`src/shared/pfd_pkg.sv`:
```
// Constants and types shared by the fault, dither and capture timer block
package pfd_pkg;
	// Register byte addresses
	localparam logic [4:0] PFD_A_CTRL = 5'h00;
	localparam logic [4:0] PFD_A_MODE = 5'h01;
	localparam logic [4:0] PFD_A_EVENT_CTRL_REG = 5'h02;
	localparam logic [4:0] PFD_A_DITHER_CTRL_REG = 5'h03;
	localparam logic [4:0] PFD_A_DITSTEP = 5'h04;
	localparam logic [4:0] PFD_A_CMD = 5'h05;
	localparam logic [4:0] PFD_A_IRQEN = 5'h06;
	localparam logic [4:0] PFD_A_IRQFL = 5'h07;
	localparam logic [4:0] PFD_A_LEN = 5'h08;
	localparam logic [4:0] PFD_A_CAPA_L = 5'h0C;
	localparam logic [4:0] PFD_A_CAPA_H = 5'h0D;
	localparam logic [4:0] PFD_A_CAPB_L = 5'h0E;
	localparam logic [4:0] PFD_A_CAPB_H = 5'h0F;
	localparam logic [4:0] PFD_A_STATUS = 5'h10;
	// Field positions
	localparam int CTRL_EN = 0;
	localparam int CTRL_WG = 1;
	localparam int CMD_RESTART = 0;
	localparam int CMD_SCAP_A = 1;
	localparam int CMD_SCAP_B = 2;
	// Values after reset
	localparam logic [7:0] LEN_RST = 8'h04;
	localparam logic [7:0] DITSTEP_RST = 8'h00;
	// Waveform generation modes
	localparam logic [1:0] WG_ONE = 2'h0;
	localparam logic [1:0] WG_TWO = 2'h1;
	localparam logic [1:0] WG_FOUR = 2'h2;
	localparam logic [1:0] WG_DUAL = 2'h3;
	// Fault input modes
	localparam logic [3:0] FIM_JUMP_WAIT = 4'h1;
	localparam logic [3:0] FIM_EXEC_WAIT = 4'h2;
	localparam logic [3:0] FIM_EXEC_RUN = 4'h3;
	localparam logic [3:0] FIM_OUT_OFF = 4'h4;
	localparam logic [3:0] FIM_DT_ONLY = 4'h5;
	localparam logic [3:0] FIM_STOP_WAIT = 4'h6;
	localparam logic [3:0] FIM_SW_WAIT = 4'h7;
	localparam logic [3:0] FIM_EDGE_JUMP = 4'h8;
	localparam logic [3:0] FIM_EDGE_BLANK = 4'h9;
	localparam logic [3:0] FIM_LEVEL_BLANK = 4'hA;
	// Dither placement choices
	localparam logic [1:0] DSEL_OTB = 2'h0;
	localparam logic [1:0] DSEL_OTAB = 2'h1;
	localparam logic [1:0] DSEL_DTB = 2'h2;
	localparam logic [1:0] DSEL_DTAB = 2'h3;
	typedef enum logic [1:0] {ST_DTA, ST_OTA, ST_DTB, ST_OTB} pfd_state_type;
endpackage : pfd_pkg

```
`src/pfd_timer_core.sv`:
```
// Waveform timer core with fault input modes, dithering and counter capture
//
// How it works
// - Mode 1: own input ends own on-time, counter waits, resumes at opposite dead-time.
// - Mode 2: end on-time, run opposite dead/on-time, wait, resume current dead-time.
// - Mode 3: while input active keep repeating the opposite compare cycle.
// - Mode 4: any input forces both outputs off; counter runs on.
// - Mode 5: any input stops outputs; only alternating dead-times run while active.
// - Mode 6: any input ends on-times and holds counter; resumes at opposite dead-time.
// - Mode 7: any input halts outputs and counter until software restart.
// - Mode 8: own rising input in on-time jumps to opposite dead-time.
// - Mode 9: own rising input blanks own output for rest of on-time.
// - Mode 10: own input blanks own output, and for the rest of that on-time.
// - Dither accumulator adds step at each end of on-time B; overflow adds one clock to each selected state.
// - Placement selects on-time B, on-times A+B, dead-time B or dead-times A+B.
// - Period growth per overflow depends on ramp mode and placement.
// - Dual-slope mode disables dithering.
// - Stretch that adds no period shortens the following state.
// - One-ramp dead-time B dither: dead-time B +1, on-time B -1.
// - Two capture blocks snapshot the counter on event or software strobe.
// - Event capture happens only with the input's action bit set.
// - Event capture sets its trigger flag; enabled flag raises the request.
// - Mode 7 restart while input still active halts again at once.
//
// Chosen here: the plain strobed port and the register offsets.

`timescale 1ns/1ps

module pfd_timer_core
	import pfd_pkg::*;
#(
	parameter int CNT_W = 12
) (
	input wire logic ref_clk,
	input wire logic rst_n,
	input wire logic [4:0] addr,
	input wire logic [7:0] wdata,
	input wire logic wr_en,
	input wire logic rd_en,
	output logic [7:0] rd_data,
	input wire logic ev_a,
	input wire logic ev_b,
	output logic waveform_out_a,
	output logic waveform_out_b,
	output logic trig_irq
);
	logic en_q, en_d;
	logic [1:0] waveform_gen_mode_q, waveform_gen_mode_d;
	logic [3:0] fault_input_mode_sel_q, fault_input_mode_sel_d;
	logic [1:0] event_ctrl_reg_q, event_ctrl_reg_d;
	logic [1:0] dither_place_sel_q, dither_place_sel_d;
	logic [7:0] dstep_q, dstep_d, acc_q, acc_d;
	logic dith_q, dith_d;
	logic [7:0] len_q [4];
	logic [7:0] len_d [4];
	logic [1:0] irq_enable_reg_q, irq_enable_reg_d;
	logic [1:0] irq_flags_reg_q, irq_flags_reg_d;
	logic [CNT_W-1:0] count_snapshot_a_q, count_snapshot_a_d;
	logic [CNT_W-1:0] count_snapshot_b_q, count_snapshot_b_d;
	logic [7:0] hi_shadow_q, hi_shadow_d, rd_data_q, rd_data_d;
	pfd_state_type st_q, st_d, nxt, prv, opp_dt, cur_dt;
	logic [CNT_W-1:0] cnt_q, cnt_d, eff;
	logic wait_q, wait_d, wsrc_q, wsrc_d, wany_q, wany_d, arm_q, arm_d;
	logic halt_q, halt_d, blank_a_q, blank_a_d, blank_b_q, blank_b_d;
	logic ev_a_q, ev_b_q, wo_a_q, wo_a_d, wo_b_q, wo_b_d, irq_q, irq_d;
	logic in_a, own, own_r, any, sig, last, is_ot, ext, cmp, kill;
	logic restart, scap_a, scap_b, cap_a, cap_b;
	logic [8:0] sum;
	logic [3:0] mode;

	function automatic logic covers(input logic [1:0] sel, input pfd_state_type s);
		case (sel)
			DSEL_OTB: covers = s == ST_OTB;
			DSEL_OTAB: covers = s == ST_OTA || s == ST_OTB;
			DSEL_DTB: covers = s == ST_DTB;
			default: covers = s == ST_DTA || s == ST_DTB;
		endcase
	endfunction : covers

	// Whether a stretch of state s lengthens the whole period in mode wg
	function automatic logic adds(input logic [1:0] wg, input pfd_state_type s);
		case (wg)
			WG_FOUR: adds = 1'b1;
			WG_TWO: adds = s == ST_OTA || s == ST_OTB;
			WG_ONE: adds = s == ST_OTB;
			default: adds = 1'b0;
		endcase
	endfunction : adds

	always_comb begin
		en_d = en_q;
		waveform_gen_mode_d = waveform_gen_mode_q;
		fault_input_mode_sel_d = fault_input_mode_sel_q;
		event_ctrl_reg_d = event_ctrl_reg_q;
		dither_place_sel_d = dither_place_sel_q;
		dstep_d = dstep_q;
		acc_d = acc_q;
		dith_d = dith_q;
		for (int i = 0; i < 4; i++) begin
			len_d[i] = len_q[i];
		end
		irq_enable_reg_d = irq_enable_reg_q;
		irq_flags_reg_d = irq_flags_reg_q;
		count_snapshot_a_d = count_snapshot_a_q;
		count_snapshot_b_d = count_snapshot_b_q;
		hi_shadow_d = hi_shadow_q;
		rd_data_d = 8'h00;
		st_d = st_q;
		cnt_d = cnt_q;
		wait_d = wait_q;
		wsrc_d = wsrc_q;
		wany_d = wany_q;
		arm_d = arm_q;
		halt_d = halt_q;
		sum = 9'h000;
		mode = fault_input_mode_sel_q;
		restart = wr_en && addr == PFD_A_CMD && wdata[CMD_RESTART];
		scap_a = wr_en && addr == PFD_A_CMD && wdata[CMD_SCAP_A];
		scap_b = wr_en && addr == PFD_A_CMD && wdata[CMD_SCAP_B];

		if (wr_en) begin
			case (addr)
				PFD_A_CTRL: begin
					en_d = wdata[CTRL_EN];
					waveform_gen_mode_d = wdata[CTRL_WG+:2];
				end
				PFD_A_MODE: fault_input_mode_sel_d = wdata[3:0];
				PFD_A_EVENT_CTRL_REG: event_ctrl_reg_d = wdata[1:0];
				PFD_A_DITHER_CTRL_REG: dither_place_sel_d = wdata[1:0];
				PFD_A_DITSTEP: dstep_d = wdata;
				PFD_A_IRQEN: irq_enable_reg_d = wdata[1:0];
				PFD_A_IRQFL: irq_flags_reg_d = irq_flags_reg_q & ~wdata[1:0];
				default: begin
					if (addr[4:2] == PFD_A_LEN[4:2]) begin
						len_d[addr[1:0]] = wdata;
					end
				end
			endcase
		end

		if (rd_en) begin
			case (addr)
				PFD_A_CTRL: rd_data_d = {5'h00, waveform_gen_mode_q, en_q};
				PFD_A_MODE: rd_data_d = {4'h0, fault_input_mode_sel_q};
				PFD_A_EVENT_CTRL_REG: rd_data_d = {6'h00, event_ctrl_reg_q};
				PFD_A_DITHER_CTRL_REG: rd_data_d = {6'h00, dither_place_sel_q};
				PFD_A_DITSTEP: rd_data_d = dstep_q;
				PFD_A_IRQEN: rd_data_d = {6'h00, irq_enable_reg_q};
				PFD_A_IRQFL: rd_data_d = {6'h00, irq_flags_reg_q};
				PFD_A_CAPA_L: begin
					rd_data_d = count_snapshot_a_q[7:0];
					hi_shadow_d = 8'(count_snapshot_a_q >> 8);
				end
				PFD_A_CAPB_L: begin
					rd_data_d = count_snapshot_b_q[7:0];
					hi_shadow_d = 8'(count_snapshot_b_q >> 8);
				end
				PFD_A_CAPA_H, PFD_A_CAPB_H: rd_data_d = hi_shadow_q;
				PFD_A_STATUS: rd_data_d = {4'h0, halt_q, wait_q, 2'(st_q)};
				default: begin
					if (addr[4:2] == PFD_A_LEN[4:2]) begin
						rd_data_d = len_q[addr[1:0]];
					end
				end
			endcase
		end

		// Sequencer
		in_a = st_q == ST_DTA || st_q == ST_OTA;
		is_ot = st_q == ST_OTA || st_q == ST_OTB;
		own = in_a ? ev_a : ev_b;
		own_r = in_a ? (ev_a && !ev_a_q) : (ev_b && !ev_b_q);
		any = ev_a || ev_b;
		sig = wany_q ? any : (wsrc_q ? ev_a : ev_b);
		nxt = pfd_state_type'(2'(st_q + 2'h1));
		prv = pfd_state_type'(2'(st_q - 2'h1));
		opp_dt = in_a ? ST_DTB : ST_DTA;
		cur_dt = in_a ? ST_DTA : ST_DTB;
		ext = dith_q && covers(dither_place_sel_q, st_q);
		cmp = dith_q && covers(dither_place_sel_q, prv) && !adds(waveform_gen_mode_q, prv);
		eff = CNT_W'(len_q[st_q]) + CNT_W'(ext) - CNT_W'(cmp);
		last = CNT_W'(cnt_q + 1'b1) >= eff;

		if (!en_q) begin
			st_d = ST_DTA;
			cnt_d = '0;
			wait_d = 1'b0;
			arm_d = 1'b0;
			halt_d = 1'b0;
		end else begin
			if (halt_q) begin
				if (restart) begin
					halt_d = 1'b0;
					st_d = cur_dt;
					cnt_d = '0;
				end
			end else if (wait_q) begin
				if (!sig) begin
					wait_d = 1'b0;
				end
			end else if (!last) begin
				cnt_d = CNT_W'(cnt_q + 1'b1);
			end else begin
				cnt_d = '0;
				st_d = nxt;
				if (st_q == ST_OTB) begin
					sum = {1'b0, acc_q} + {1'b0, dstep_q};
					acc_d = sum[7:0];
					dith_d = sum[8] && waveform_gen_mode_q != WG_DUAL;
				end
				if (arm_q && is_ot) begin
					if (sig && mode == FIM_EXEC_WAIT) begin
						wait_d = 1'b1;
						st_d = st_q;
						cnt_d = cnt_q;
					end else if (sig && mode == FIM_EXEC_RUN) begin
						st_d = prv;
					end else begin
						arm_d = 1'b0;
					end
				end
				if (mode == FIM_DT_ONLY && any && !is_ot) begin
					st_d = pfd_state_type'(2'(st_q + 2'h2));
				end
			end
			// A restart that meets a live input halts again
			if (mode == FIM_SW_WAIT && any) begin
				halt_d = 1'b1;
			end else if (!halt_q) begin
				case (mode)
					FIM_JUMP_WAIT, FIM_EXEC_WAIT, FIM_EXEC_RUN: begin
						if (own && !arm_q && !wait_q) begin
							st_d = opp_dt;
							cnt_d = '0;
							wsrc_d = in_a;
							wany_d = 1'b0;
							wait_d = mode == FIM_JUMP_WAIT;
							arm_d = mode != FIM_JUMP_WAIT;
						end
					end
					FIM_DT_ONLY: begin
						if (any && is_ot) begin
							st_d = nxt;
							cnt_d = '0;
						end
					end
					FIM_STOP_WAIT: begin
						if (any && !wait_q) begin
							st_d = opp_dt;
							cnt_d = '0;
							wany_d = 1'b1;
							wait_d = 1'b1;
						end
					end
					FIM_EDGE_JUMP: begin
						if (own_r && is_ot) begin
							st_d = nxt;
							cnt_d = '0;
						end
					end
					default: ;
				endcase
			end
		end
		if (waveform_gen_mode_q == WG_DUAL) begin
			dith_d = 1'b0;
		end

		// Blanking holds to the end of the on-time it started in
		blank_a_d = en_q && ((blank_a_q && st_q == ST_OTA && st_d == ST_OTA)
			|| (mode == FIM_EDGE_BLANK && st_q == ST_OTA && ev_a && !ev_a_q)
			|| (mode == FIM_LEVEL_BLANK && ev_a));
		blank_b_d = en_q && ((blank_b_q && st_q == ST_OTB && st_d == ST_OTB)
			|| (mode == FIM_EDGE_BLANK && st_q == ST_OTB && ev_b && !ev_b_q)
			|| (mode == FIM_LEVEL_BLANK && ev_b));
		kill = halt_d || wait_d
			|| (mode >= FIM_OUT_OFF && mode <= FIM_SW_WAIT && any);
		wo_a_d = en_q && st_d == ST_OTA && !blank_a_d && !kill;
		wo_b_d = en_q && st_d == ST_OTB && !blank_b_d && !kill;

		// Capture; a new event beats a clear in the same cycle
		cap_a = ev_a && !ev_a_q && event_ctrl_reg_q[0];
		cap_b = ev_b && !ev_b_q && event_ctrl_reg_q[1];
		if (cap_a || scap_a) begin
			count_snapshot_a_d = cnt_q;
		end
		if (cap_b || scap_b) begin
			count_snapshot_b_d = cnt_q;
		end
		if (cap_a) begin
			irq_flags_reg_d[0] = 1'b1;
		end
		if (cap_b) begin
			irq_flags_reg_d[1] = 1'b1;
		end
		irq_d = |(irq_flags_reg_d & irq_enable_reg_d);
	end

	always_ff @(posedge ref_clk or negedge rst_n) begin
		if (!rst_n) begin
			en_q <= 1'b0;
			waveform_gen_mode_q <= WG_ONE;
			fault_input_mode_sel_q <= 4'h0;
			event_ctrl_reg_q <= 2'h0;
			dither_place_sel_q <= DSEL_OTB;
			dstep_q <= DITSTEP_RST;
			acc_q <= 8'h00;
			dith_q <= 1'b0;
			for (int i = 0; i < 4; i++) begin
				len_q[i] <= LEN_RST;
			end
			irq_enable_reg_q <= 2'h0;
			irq_flags_reg_q <= 2'h0;
			count_snapshot_a_q <= '0;
			count_snapshot_b_q <= '0;
			hi_shadow_q <= 8'h00;
			rd_data_q <= 8'h00;
			st_q <= ST_DTA;
			cnt_q <= '0;
			wait_q <= 1'b0;
			wsrc_q <= 1'b0;
			wany_q <= 1'b0;
			arm_q <= 1'b0;
			halt_q <= 1'b0;
			blank_a_q <= 1'b0;
			blank_b_q <= 1'b0;
			ev_a_q <= 1'b0;
			ev_b_q <= 1'b0;
			wo_a_q <= 1'b0;
			wo_b_q <= 1'b0;
			irq_q <= 1'b0;
		end else begin
			en_q <= en_d;
			waveform_gen_mode_q <= waveform_gen_mode_d;
			fault_input_mode_sel_q <= fault_input_mode_sel_d;
			event_ctrl_reg_q <= event_ctrl_reg_d;
			dither_place_sel_q <= dither_place_sel_d;
			dstep_q <= dstep_d;
			acc_q <= acc_d;
			dith_q <= dith_d;
			for (int i = 0; i < 4; i++) begin
				len_q[i] <= len_d[i];
			end
			irq_enable_reg_q <= irq_enable_reg_d;
			irq_flags_reg_q <= irq_flags_reg_d;
			count_snapshot_a_q <= count_snapshot_a_d;
			count_snapshot_b_q <= count_snapshot_b_d;
			hi_shadow_q <= hi_shadow_d;
			rd_data_q <= rd_data_d;
			st_q <= st_d;
			cnt_q <= cnt_d;
			wait_q <= wait_d;
			wsrc_q <= wsrc_d;
			wany_q <= wany_d;
			arm_q <= arm_d;
			halt_q <= halt_d;
			blank_a_q <= blank_a_d;
			blank_b_q <= blank_b_d;
			ev_a_q <= ev_a;
			ev_b_q <= ev_b;
			wo_a_q <= wo_a_d;
			wo_b_q <= wo_b_d;
			irq_q <= irq_d;
		end
	end

	assign rd_data = rd_data_q;
	assign waveform_out_a = wo_a_q;
	assign waveform_out_b = wo_b_q;
	assign trig_irq = irq_q;
endmodule : pfd_timer_core

```
`config.mk`:
```
export PLATFORM = sky130hd
export DESIGN_NAME = pfd_timer_core
export DESIGN_NICKNAME = d
export VERILOG_FILES = /design/src/shared/pfd_pkg.sv /design/src/pfd_timer_core.sv
export SDC_FILE = /design/constraint.sdc
export NUM_CORES = 1
export LEC_CHECK = 0
export BUFFER_PORTS_ARGS = -buffer_cell sky130_fd_sc_hd__buf_2
export CORE_UTILIZATION = 67
export DETAILED_ROUTE_END_ITERATION = 12
export PLACE_DENSITY = 0.85
export REMOVE_ABC_BUFFERS = 1
export SLEW_MARGIN = 10
export SYNTH_ARGS = -nofsm -noshare
export SYNTH_HDL_FRONTEND = slang
export SYNTH_SLANG_ARGS = --single-unit
```
`constraint.sdc`:
```
create_clock -name ref_clk -period 15 [get_ports ref_clk]
set_input_delay 2.25 -clock ref_clk [delete_from_list [all_inputs] [get_ports ref_clk]]
set_output_delay 2.25 -clock ref_clk [all_outputs]
set_load 0.005 [all_outputs]
```
### Word-level counts from Yosys, hierarchy flattened

Index checks and enable logic that the tools add are counted.

* reduce and logical (&&, ||, !) cells: 94
* mux-type cells: 94
* equality and inequality tests: 41
* $add $sub $neg: 7
* bitwise operators: 9
* $lt $le $gt $ge: 6
* div/mod/pow operators: 0
* multiply operators: 0
* shift-type cells: 0

Operators with widths (number)
* two-way mux 12 bit: 13
* one-hot mux 8 bit (11 select lines): 1
* two-way mux 8 bit: 7
* one-hot mux 12 bit (4 select lines): 1
* logical AND 1 bit: 46
* two-way mux 2 bit: 21
* two-way mux 1 bit: 40
* binary-select mux 8 bit (select 2 bit): 2
* bitwise mux 32 bit: 1
* == test 5 x 3 -> 1 bit (second input constant): 4
* == test 5 x 4 -> 1 bit (second input constant): 4
* demux 8 bit (select 2 bit): 1
* == test 2 bit (second input constant): 8
* one-hot mux 8 bit (2 select lines): 1
* AND reduction 5 bit: 3
* logical OR 1 bit: 14
* adder 12 x 1 -> 12 bit (second input constant): 1
* == test 4 x 3 -> 1 bit (second input constant): 3
* == test 4 bit (second input constant): 3
* greater-or-equal comparator 12 bit: 1
* AND reduction 2 bit: 6
* == test 2 x 1 -> 1 bit (second input constant): 5
* == test 5 x 2 -> 1 bit (second input constant): 2
* nonzero test 2 bit: 5
* other kinds (33): 58

* input bits: 19
* RAM bits: 0
* register bits after elaboration: 130
* logic and storage cells: 283
* memories kept: 0
* bits in read-only memories: 0
* latch bits: 0
* output and inout port bits: 11

### Logic depth before layout (Yosys ltp)

Gate-level depths: netlist of the first run.

* depth after elaboration: 24
* mapped depth: 26
* depth with buffers taken out: 25

### Worst setup path before layout of the first run

OpenSTA, ideal clock, no wires.

* path kind: register -> register
* start: register st_q[0]
* end: register cnt_q[3]
* setup slack: 9.891 ns
* arrival time: 4.983 ns
* buffers on the path: 1
* cell stages (with the launch flop): 24
* clock period less this slack: 5.109 ns
* setup time: 0.126 ns
* cells stage by stage: dfrtp_1 buf_1 mux4_2 inv_1 ha_1 inv_1 ha_1 inv_1 fa_1 inv_1 a21oi_1 o21ai_0 a21o_1 a21oi_1 o21ai_0 xnor2_1 ha_1 a21o_1 a21o_1 a211o_1 a21o_1 a21oi_1 o22ai_2 a221o_1

* longest elaborated chain between the ends: 16
* elaborated cells on any way between the ends: 47
* those cells by class: 3 x add/sub; 1 x order compare; 6 x eq/ne; 20 x mux; 1 x bitwise; 16 x reduce/logical

Ends and longest elaborated chain
* from (decl): line pfd_timer_core.sv:61 `pfd_state_type st_q, st_d, nxt, prv, opp_dt, cur_dt;`
* from (signal assigned): line pfd_timer_core.sv:350 `st_q <= st_d;`
* parallel branches: the longest is 14 deep, another holds greater-or-equal comparator 12 bit
* two-way mux 12 bit (*): line pfd_timer_core.sv:227 `if (mode == FIM_SW_WAIT && any) begin`
* two-way mux 12 bit (*): line pfd_timer_core.sv:184 `if (!en_q) begin`
* net cnt_d[3]: line pfd_timer_core.sv:62 `logic [CNT_W-1:0] cnt_q, cnt_d, eff;`
* to (signal assigned): line pfd_timer_core.sv:351 `cnt_q <= cnt_d;`
* to (decl): line pfd_timer_core.sv:62

Mark *: on every way through the listed nets, which the timed path passes. The select of a mux whose other input is x is not followed.
A chain may end at the register's enable or synchronous reset.

### Worst setup path after layout of the first run

Ends and elaborated chain as after synthesis.

==> qor.yml, run 1 <==
status: "finished clean"
ios: 30
post_cts_buffers: 0
critPathKind: "flip-flop to flip-flop"
max_freq_ghz: 0.156
syn_inst: 673
fp.coreArea_um2: 10500
max_cap_violations: 0
portBuffers: 29
grt_use_total_pct: 38.3
critPathArrivalTime_ns: 6.83
cts_resized: 0
final-hold-violation-count: 0
async_reset_ff_share_pct: 100
leakage_nw: 3.84
cts_tree: "built"
cts-root-buf: "clkbuf_8"
rrSetupSlack_ns: 8.59
ys_seq_area_share_pct: 42.8
drive_gt1_share_pct: 25.3
gp_congestion: 0.993
grt_pass1_vias: 6167
end_kind: "flip-flop"
crit_fanout: 16
synth_area_um2: 7380
overflow: 0
fp.dieH_um: 107
start_util_pct: 70.2
fp-row-count: 37
grt_pass1_wl_um: 32500
post_drt_wl_per_cell_um: 23.9
hp-class: "flip-flop to flip-flop"
cts-buffers-inserted: 17
ff_latch_area_um2: 3160
worstPathRequired_ns: 15.42
vias_per_cell: 7.05
clockBufferDepth: 2
min_period_ns: 6.41
path_clk_slew_ns: 0.06
fin_tns_setup_ns: 0
ys_warn_count: 0
h-tree-depth: 4
route.detailed.drc: 0
cts.sinks: 126
wirelength_um: 20200
maxSlewHeadroom_pct: 26.2
ys.flop_type: "dfrtp_1"
area_growth_pct: 11.0
start_kind: "flip-flop"
fin_nets: 753
synth_edf_count: 0
finalPower_w: 0.00110
die_w_um: 107
synth_seq_cells: 126
grt_max_degree: 90
n_antenna_cell: 0
fin_crit_sh_pct: 42.7
multi_input_area_um2: 3990
dieArea_um2: 11400
power.density_nw_per_um2: 134
drt-pass1-iter-count: 8
drtIter0Drc: 683
cpPeakStageDelay_ns: 0.86
fillCellCount: 605
tightest_slew_ns: 1.11
grt_antenna_before_repair: 0
place_hpwl_um: 13800
drv_slew: 0
syn_area_per_cell_um2: 11.0
crit_slowest_cell: "dfrtp_1"
antenna_left: 0
yosysUniqueCellTypes: 70
route.vias.total: 5951
postCtsHoldBufs: 0
setup_viol: 0
peakVddDrop_v: 0.000119
hold_ws_ns: 0.503
rsz0062_at_grt: "false"
clk_latency_ns: 0.55
finClkSkew_ns: 0.0117
[final timing paths]
kind,start,to,cells after the start
max,st_q[0]$_DFF_PN0_,cnt_q[3]$_DFF_PN0_,25
min,acc_q[7]$_DFFE_PN0P_,acc_q[7]$_DFFE_PN0P_,2
max reg2reg,st_q[0]$_DFF_PN0_,cnt_q[3]$_DFF_PN0_,25
min reg2reg,acc_q[7]$_DFFE_PN0P_,acc_q[7]$_DFFE_PN0P_,2
max in group asynchronous,rst_n,len_q[15]$_DFFE_PN0P_,2
min in group asynchronous,rst_n,cnt_q[8]$_DFF_PN0_,1
[Yosys cell counts (11+ instances only)]
cell,instances,area share [%]
o21ai_0,24,1.6
mux2i_1,12,1.6
inv_1,27,1.4
nand2_1,50,2.5
clkbuf_1,20,1.0
ha_1,37,6.3
mux2_2,86,13
a21oi_1,33,2.2
dfrtp_1,122,41
xnor2_1,11,1.3
nand3_1,14,0.95
mux4_2,16,4.9
nor2_1,47,2.4
[per-stage QoR]
step	area (um^2)	utilization, %	cells	worst slack (ns)
2_1_floorplan	7250	-	643	9.66
3_3_place_gp	7600	72.3	812	9.09
3_5_place_dp	7600	72.3	812	8.82
4_1_cts	8190	77.9	844	8.67
5_1_grt	8190	77.9	844	8.23
6_report	8190	77.9	844	8.59
[report_power, final]
group / leakage, nW / internal [W] / switching (W) / total [W]
logic: 1.90 / 0.000116 / 0.000143 / 0.000259
registers: 1.66 / 0.000382 / 0.0000480 / 0.000430
clock network: 0.285 / 0.000254 / 0.000154 / 0.000408
[flip-flops by register name, indices dropped and copies added (netlist names), 4 cells and up]
register / cells
hi_shadow_q: 4
cnt_q: 12
count_snapshot_a_q: 12
dstep_q: 8
count_snapshot_b_q: 12
fault_input_mode_sel_q: 4
len_q: 32
rd_data: 8
acc_q: 8
[final cells by class]
class | instances | area share (%)
clock buffers | 23 | 5.82
clock inverters | 9 | 1.31
inverters | 28 | 1.28
multi-input cells | 489 | 48.7
flip-flops and latches | 126 | 38.6
well taps | 136 | 2.08
repair buffers | 33 | 2.17
[per-layer routing]
layer	vias up	GRT usage (%)	share of wire (%)
li1	2554	-	-
met1	2956	45.9	37
met2	352	63.1	50
met3	89	11.9	9.5
met4	0	18.0	3.5
met5	-	0	0
[cells in the final DEF (no fill, tap or decap), types with 5 or more instances in the layout]
master,n
inv_1,27
dfrtp_1,122
a31oi_1,5
a21o_1,9
nor3_1,6
buf_2,28
a21oi_1,33
xnor2_1,11
clkbuf_8,5
and3_1,9
a222oi_1,7
mux2i_1,12
nand2b_1,8
nand2_1,50
a21boi_0,7
mux4_2,16
nor2b_1,8
o211ai_1,5
a22o_1,10
clkbuf_16,16
xor2_1,10
mux2_2,86
buf_4,5
nand3_1,14
o21ai_0,24
ha_1,37
a211oi_1,5
nor2_1,47
[kinds of logic after synthesis]
logic type	Yosys count	share of synthesized area, %
XOR/XNOR	21	2.49
multiplexers	114	19.6
AO/OA/AOI/OAI	146	13.9
adder cells (fa/ha/maj)	39	6.82
AND/OR/NAND/NOR	169	11.3
buffers and inverters	58	3.09
flip-flops	126	42.8
[critical path: cells and delay by family, from the launching register on]
kind / cells / cell delay [ns]
XOR/XNOR: 1 / 0.11
flip-flops: 1 / 0.86
adder cells (fa/ha/maj): 5 / 1.34
buffers and inverters: 4 / 0.41
AO/OA/AOI/OAI: 15 / 3.58
Note: power is estimated with default switching activity, not from simulation.
==> run 2: changes to the inputs <==
- CORE_UTILIZATION: 67 -> 62
- PLACE_DENSITY: 0.85 -> 0.79
- clock period: 15 -> 6.36 ns (I/O delays scaled with it)
==> qor.yml, run 2 (synthesized netlist as in run 1, its figures left out) <==
status: "finished clean"
n_antenna_cell: 0
critPathKind: "flip-flop to flip-flop"
route.detailed.drc: 0
fp.dieH_um: 111
setup_viol: 0
peakVddDrop_v: 0.000254
route.vias.total: 5736
drt-pass1-iter-count: 6
worstPathRequired_ns: 6.66
cts_tree: "built"
drv_slew: 0
wirelength_um: 19200
tightest_slew_ns: 1.03
cts.sinks: 126
fin_tns_setup_ns: 0
postCtsHoldBufs: 0
dieArea_um2: 12300
max_freq_ghz: 0.173
dp_cells: 821
overflow: 0
layout_common_cells: "dfrtp_1, mux2_2, nand2_1, nor2_1, ha_1"
utilization_pct: 72.3
clk_latency_ns: 0.43
fp-row-count: 39
end_kind: "flip-flop"
die_w_um: 111
antenna_left: 0
post_drt_wl_per_cell_um: 22.4
grt_pass1_vias: 5794
fillCellCount: 807
largest_reg_flops: 32
h-tree-depth: 4
place_hpwl_um: 13400
power.density_nw_per_um2: 325
cts-buffers-inserted: 17
gp_congestion: 0.970
fin_crit_sh_pct: 90.9
rsz0062_at_grt: "false"
start_kind: "flip-flop"
area_growth_pct: 12.8
vias_per_cell: 6.70
clockBufferDepth: 2
layout_commonest_cell: "dfrtp_1"
top_register: "len_q"
grt_max_degree: 83
fin_nets: 758
crit_fanout: 12
stdcell_count: 856
finClkSkew_ns: 0.00620
fp.coreArea_um2: 11500
grt_antenna_before_repair: 0
max_cap_violations: 0
hp-class: "flip-flop to flip-flop"
start_util_pct: 64.0
cts-root-buf: "clkbuf_16"
min_period_ns: 5.78
grt_use_total_pct: 33.2
critPathArrivalTime_ns: 6.09
drive_gt1_share_pct: 26.1
maxSlewHeadroom_pct: 31.3
path_clk_slew_ns: 0.06
ios: 30
final-hold-violation-count: 0
leakage_nw: 3.90
grt_pass1_wl_um: 31000
portBuffers: 29
drtIter0Drc: 619
-- run 2: cell types whose count changed in the layout (fill, tap and decap cells not counted), sizes merged --
cell and delta:
buf +5, bufinv +4, clkbuf -4
-- run 2: worst max-delay path, cell delays in order (launching register included) --
cell and delay (ns):
dfrtp_1 0.38, inv_1 0.12, ha_1 0.41, a21oi_1 0.12, a2111oi_0 0.59, ha_1 0.34, inv_1 0.06, ha_1 0.16
inv_1 0.05, fa_1 0.39, inv_1 0.08, a21oi_1 0.06, o21ai_0 0.29, a21o_1 0.17, a21oi_1 0.08, o21ai_0 0.21
xnor2_1 0.10, ha_1 0.19, a21o_1 0.18, a21o_1 0.19, a211o_1 0.33, a21o_1 0.25, a21oi_2 0.31, o22ai_2 0.23
a221o_1 0.34
-- run 2: worst paths after layout --
check	from	to	slack, ns	cells after the start
worst max-delay path	st_q[1]$_DFF_PN0_	cnt_q[3]$_DFF_PN0_	0.58	24
worst max register to register	st_q[1]$_DFF_PN0_	cnt_q[3]$_DFF_PN0_	0.58	24
min in group asynchronous	rst_n	cnt_q[7]$_DFF_PN0_	0.72	1
max in group asynchronous	rst_n	len_q[6]$_DFFE_PN0P_	4.47	2
worst min-delay path	acc_q[4]$_DFFE_PN0P_	acc_q[4]$_DFFE_PN0P_	0.49	2
worst min register to register	acc_q[4]$_DFFE_PN0P_	acc_q[4]$_DFFE_PN0P_	0.49	2
-- run 2: timing repair --
item	in CTS	in global routing
setup buffers	0	3
endpoints found under the setup margin	0	12
gates resized for setup	0	2
-- run 2: report_power, final --
part	internal [W]	total [W]	switching [W]
registers	0.000901	0.00100	0.000101
clock network	0.000737	0.00110	0.000365
logic	0.000272	0.000603	0.000331
-- run 2: area by class of cell --
| class | instances | area, um^2 | area share (%) |
|---|---|---|---|
| Clock buffer | 19 | 433 | 5.20 |
| Clock inverter | 13 | 235 | 2.83 |
| Inverter | 28 | 105 | 1.26 |
| Multi-Input combinational cell | 489 | 4000 | 48.0 |
| Sequential cell | 126 | 3160 | 37.9 |
| Tap cell | 143 | 179 | 2.15 |
| Timing Repair Buffer | 38 | 215 | 2.59 |
-- run 2: routing by layer --
layer | track usage, % | up-vias | part of all wire (%)
met5 | 0 | - | 0
met4 | 13.8 | 0 | 2.7
met3 | 7.49 | 51 | 8.6
met2 | 52.9 | 268 | 48
met1 | 44.3 | 2868 | 40
li1 | - | 2549 | -
-- run 2: through the flow --
step | hold WS, ns | instance area [um^2] | total power [W] | setup slack [ns]
after floorplan | 0.453 | 7250 | 0.00139 | 1.02
after global placement | 0.464 | 7620 | 0.00155 | 0.914
after detailed placement | 0.484 | 7620 | 0.00159 | 0.558
after CTS | 0.496 | 8290 | 0.00270 | 0.449
after global routing | 0.520 | 8320 | 0.00282 | 0.0894
final | 0.494 | 8320 | 0.00271 | 0.577
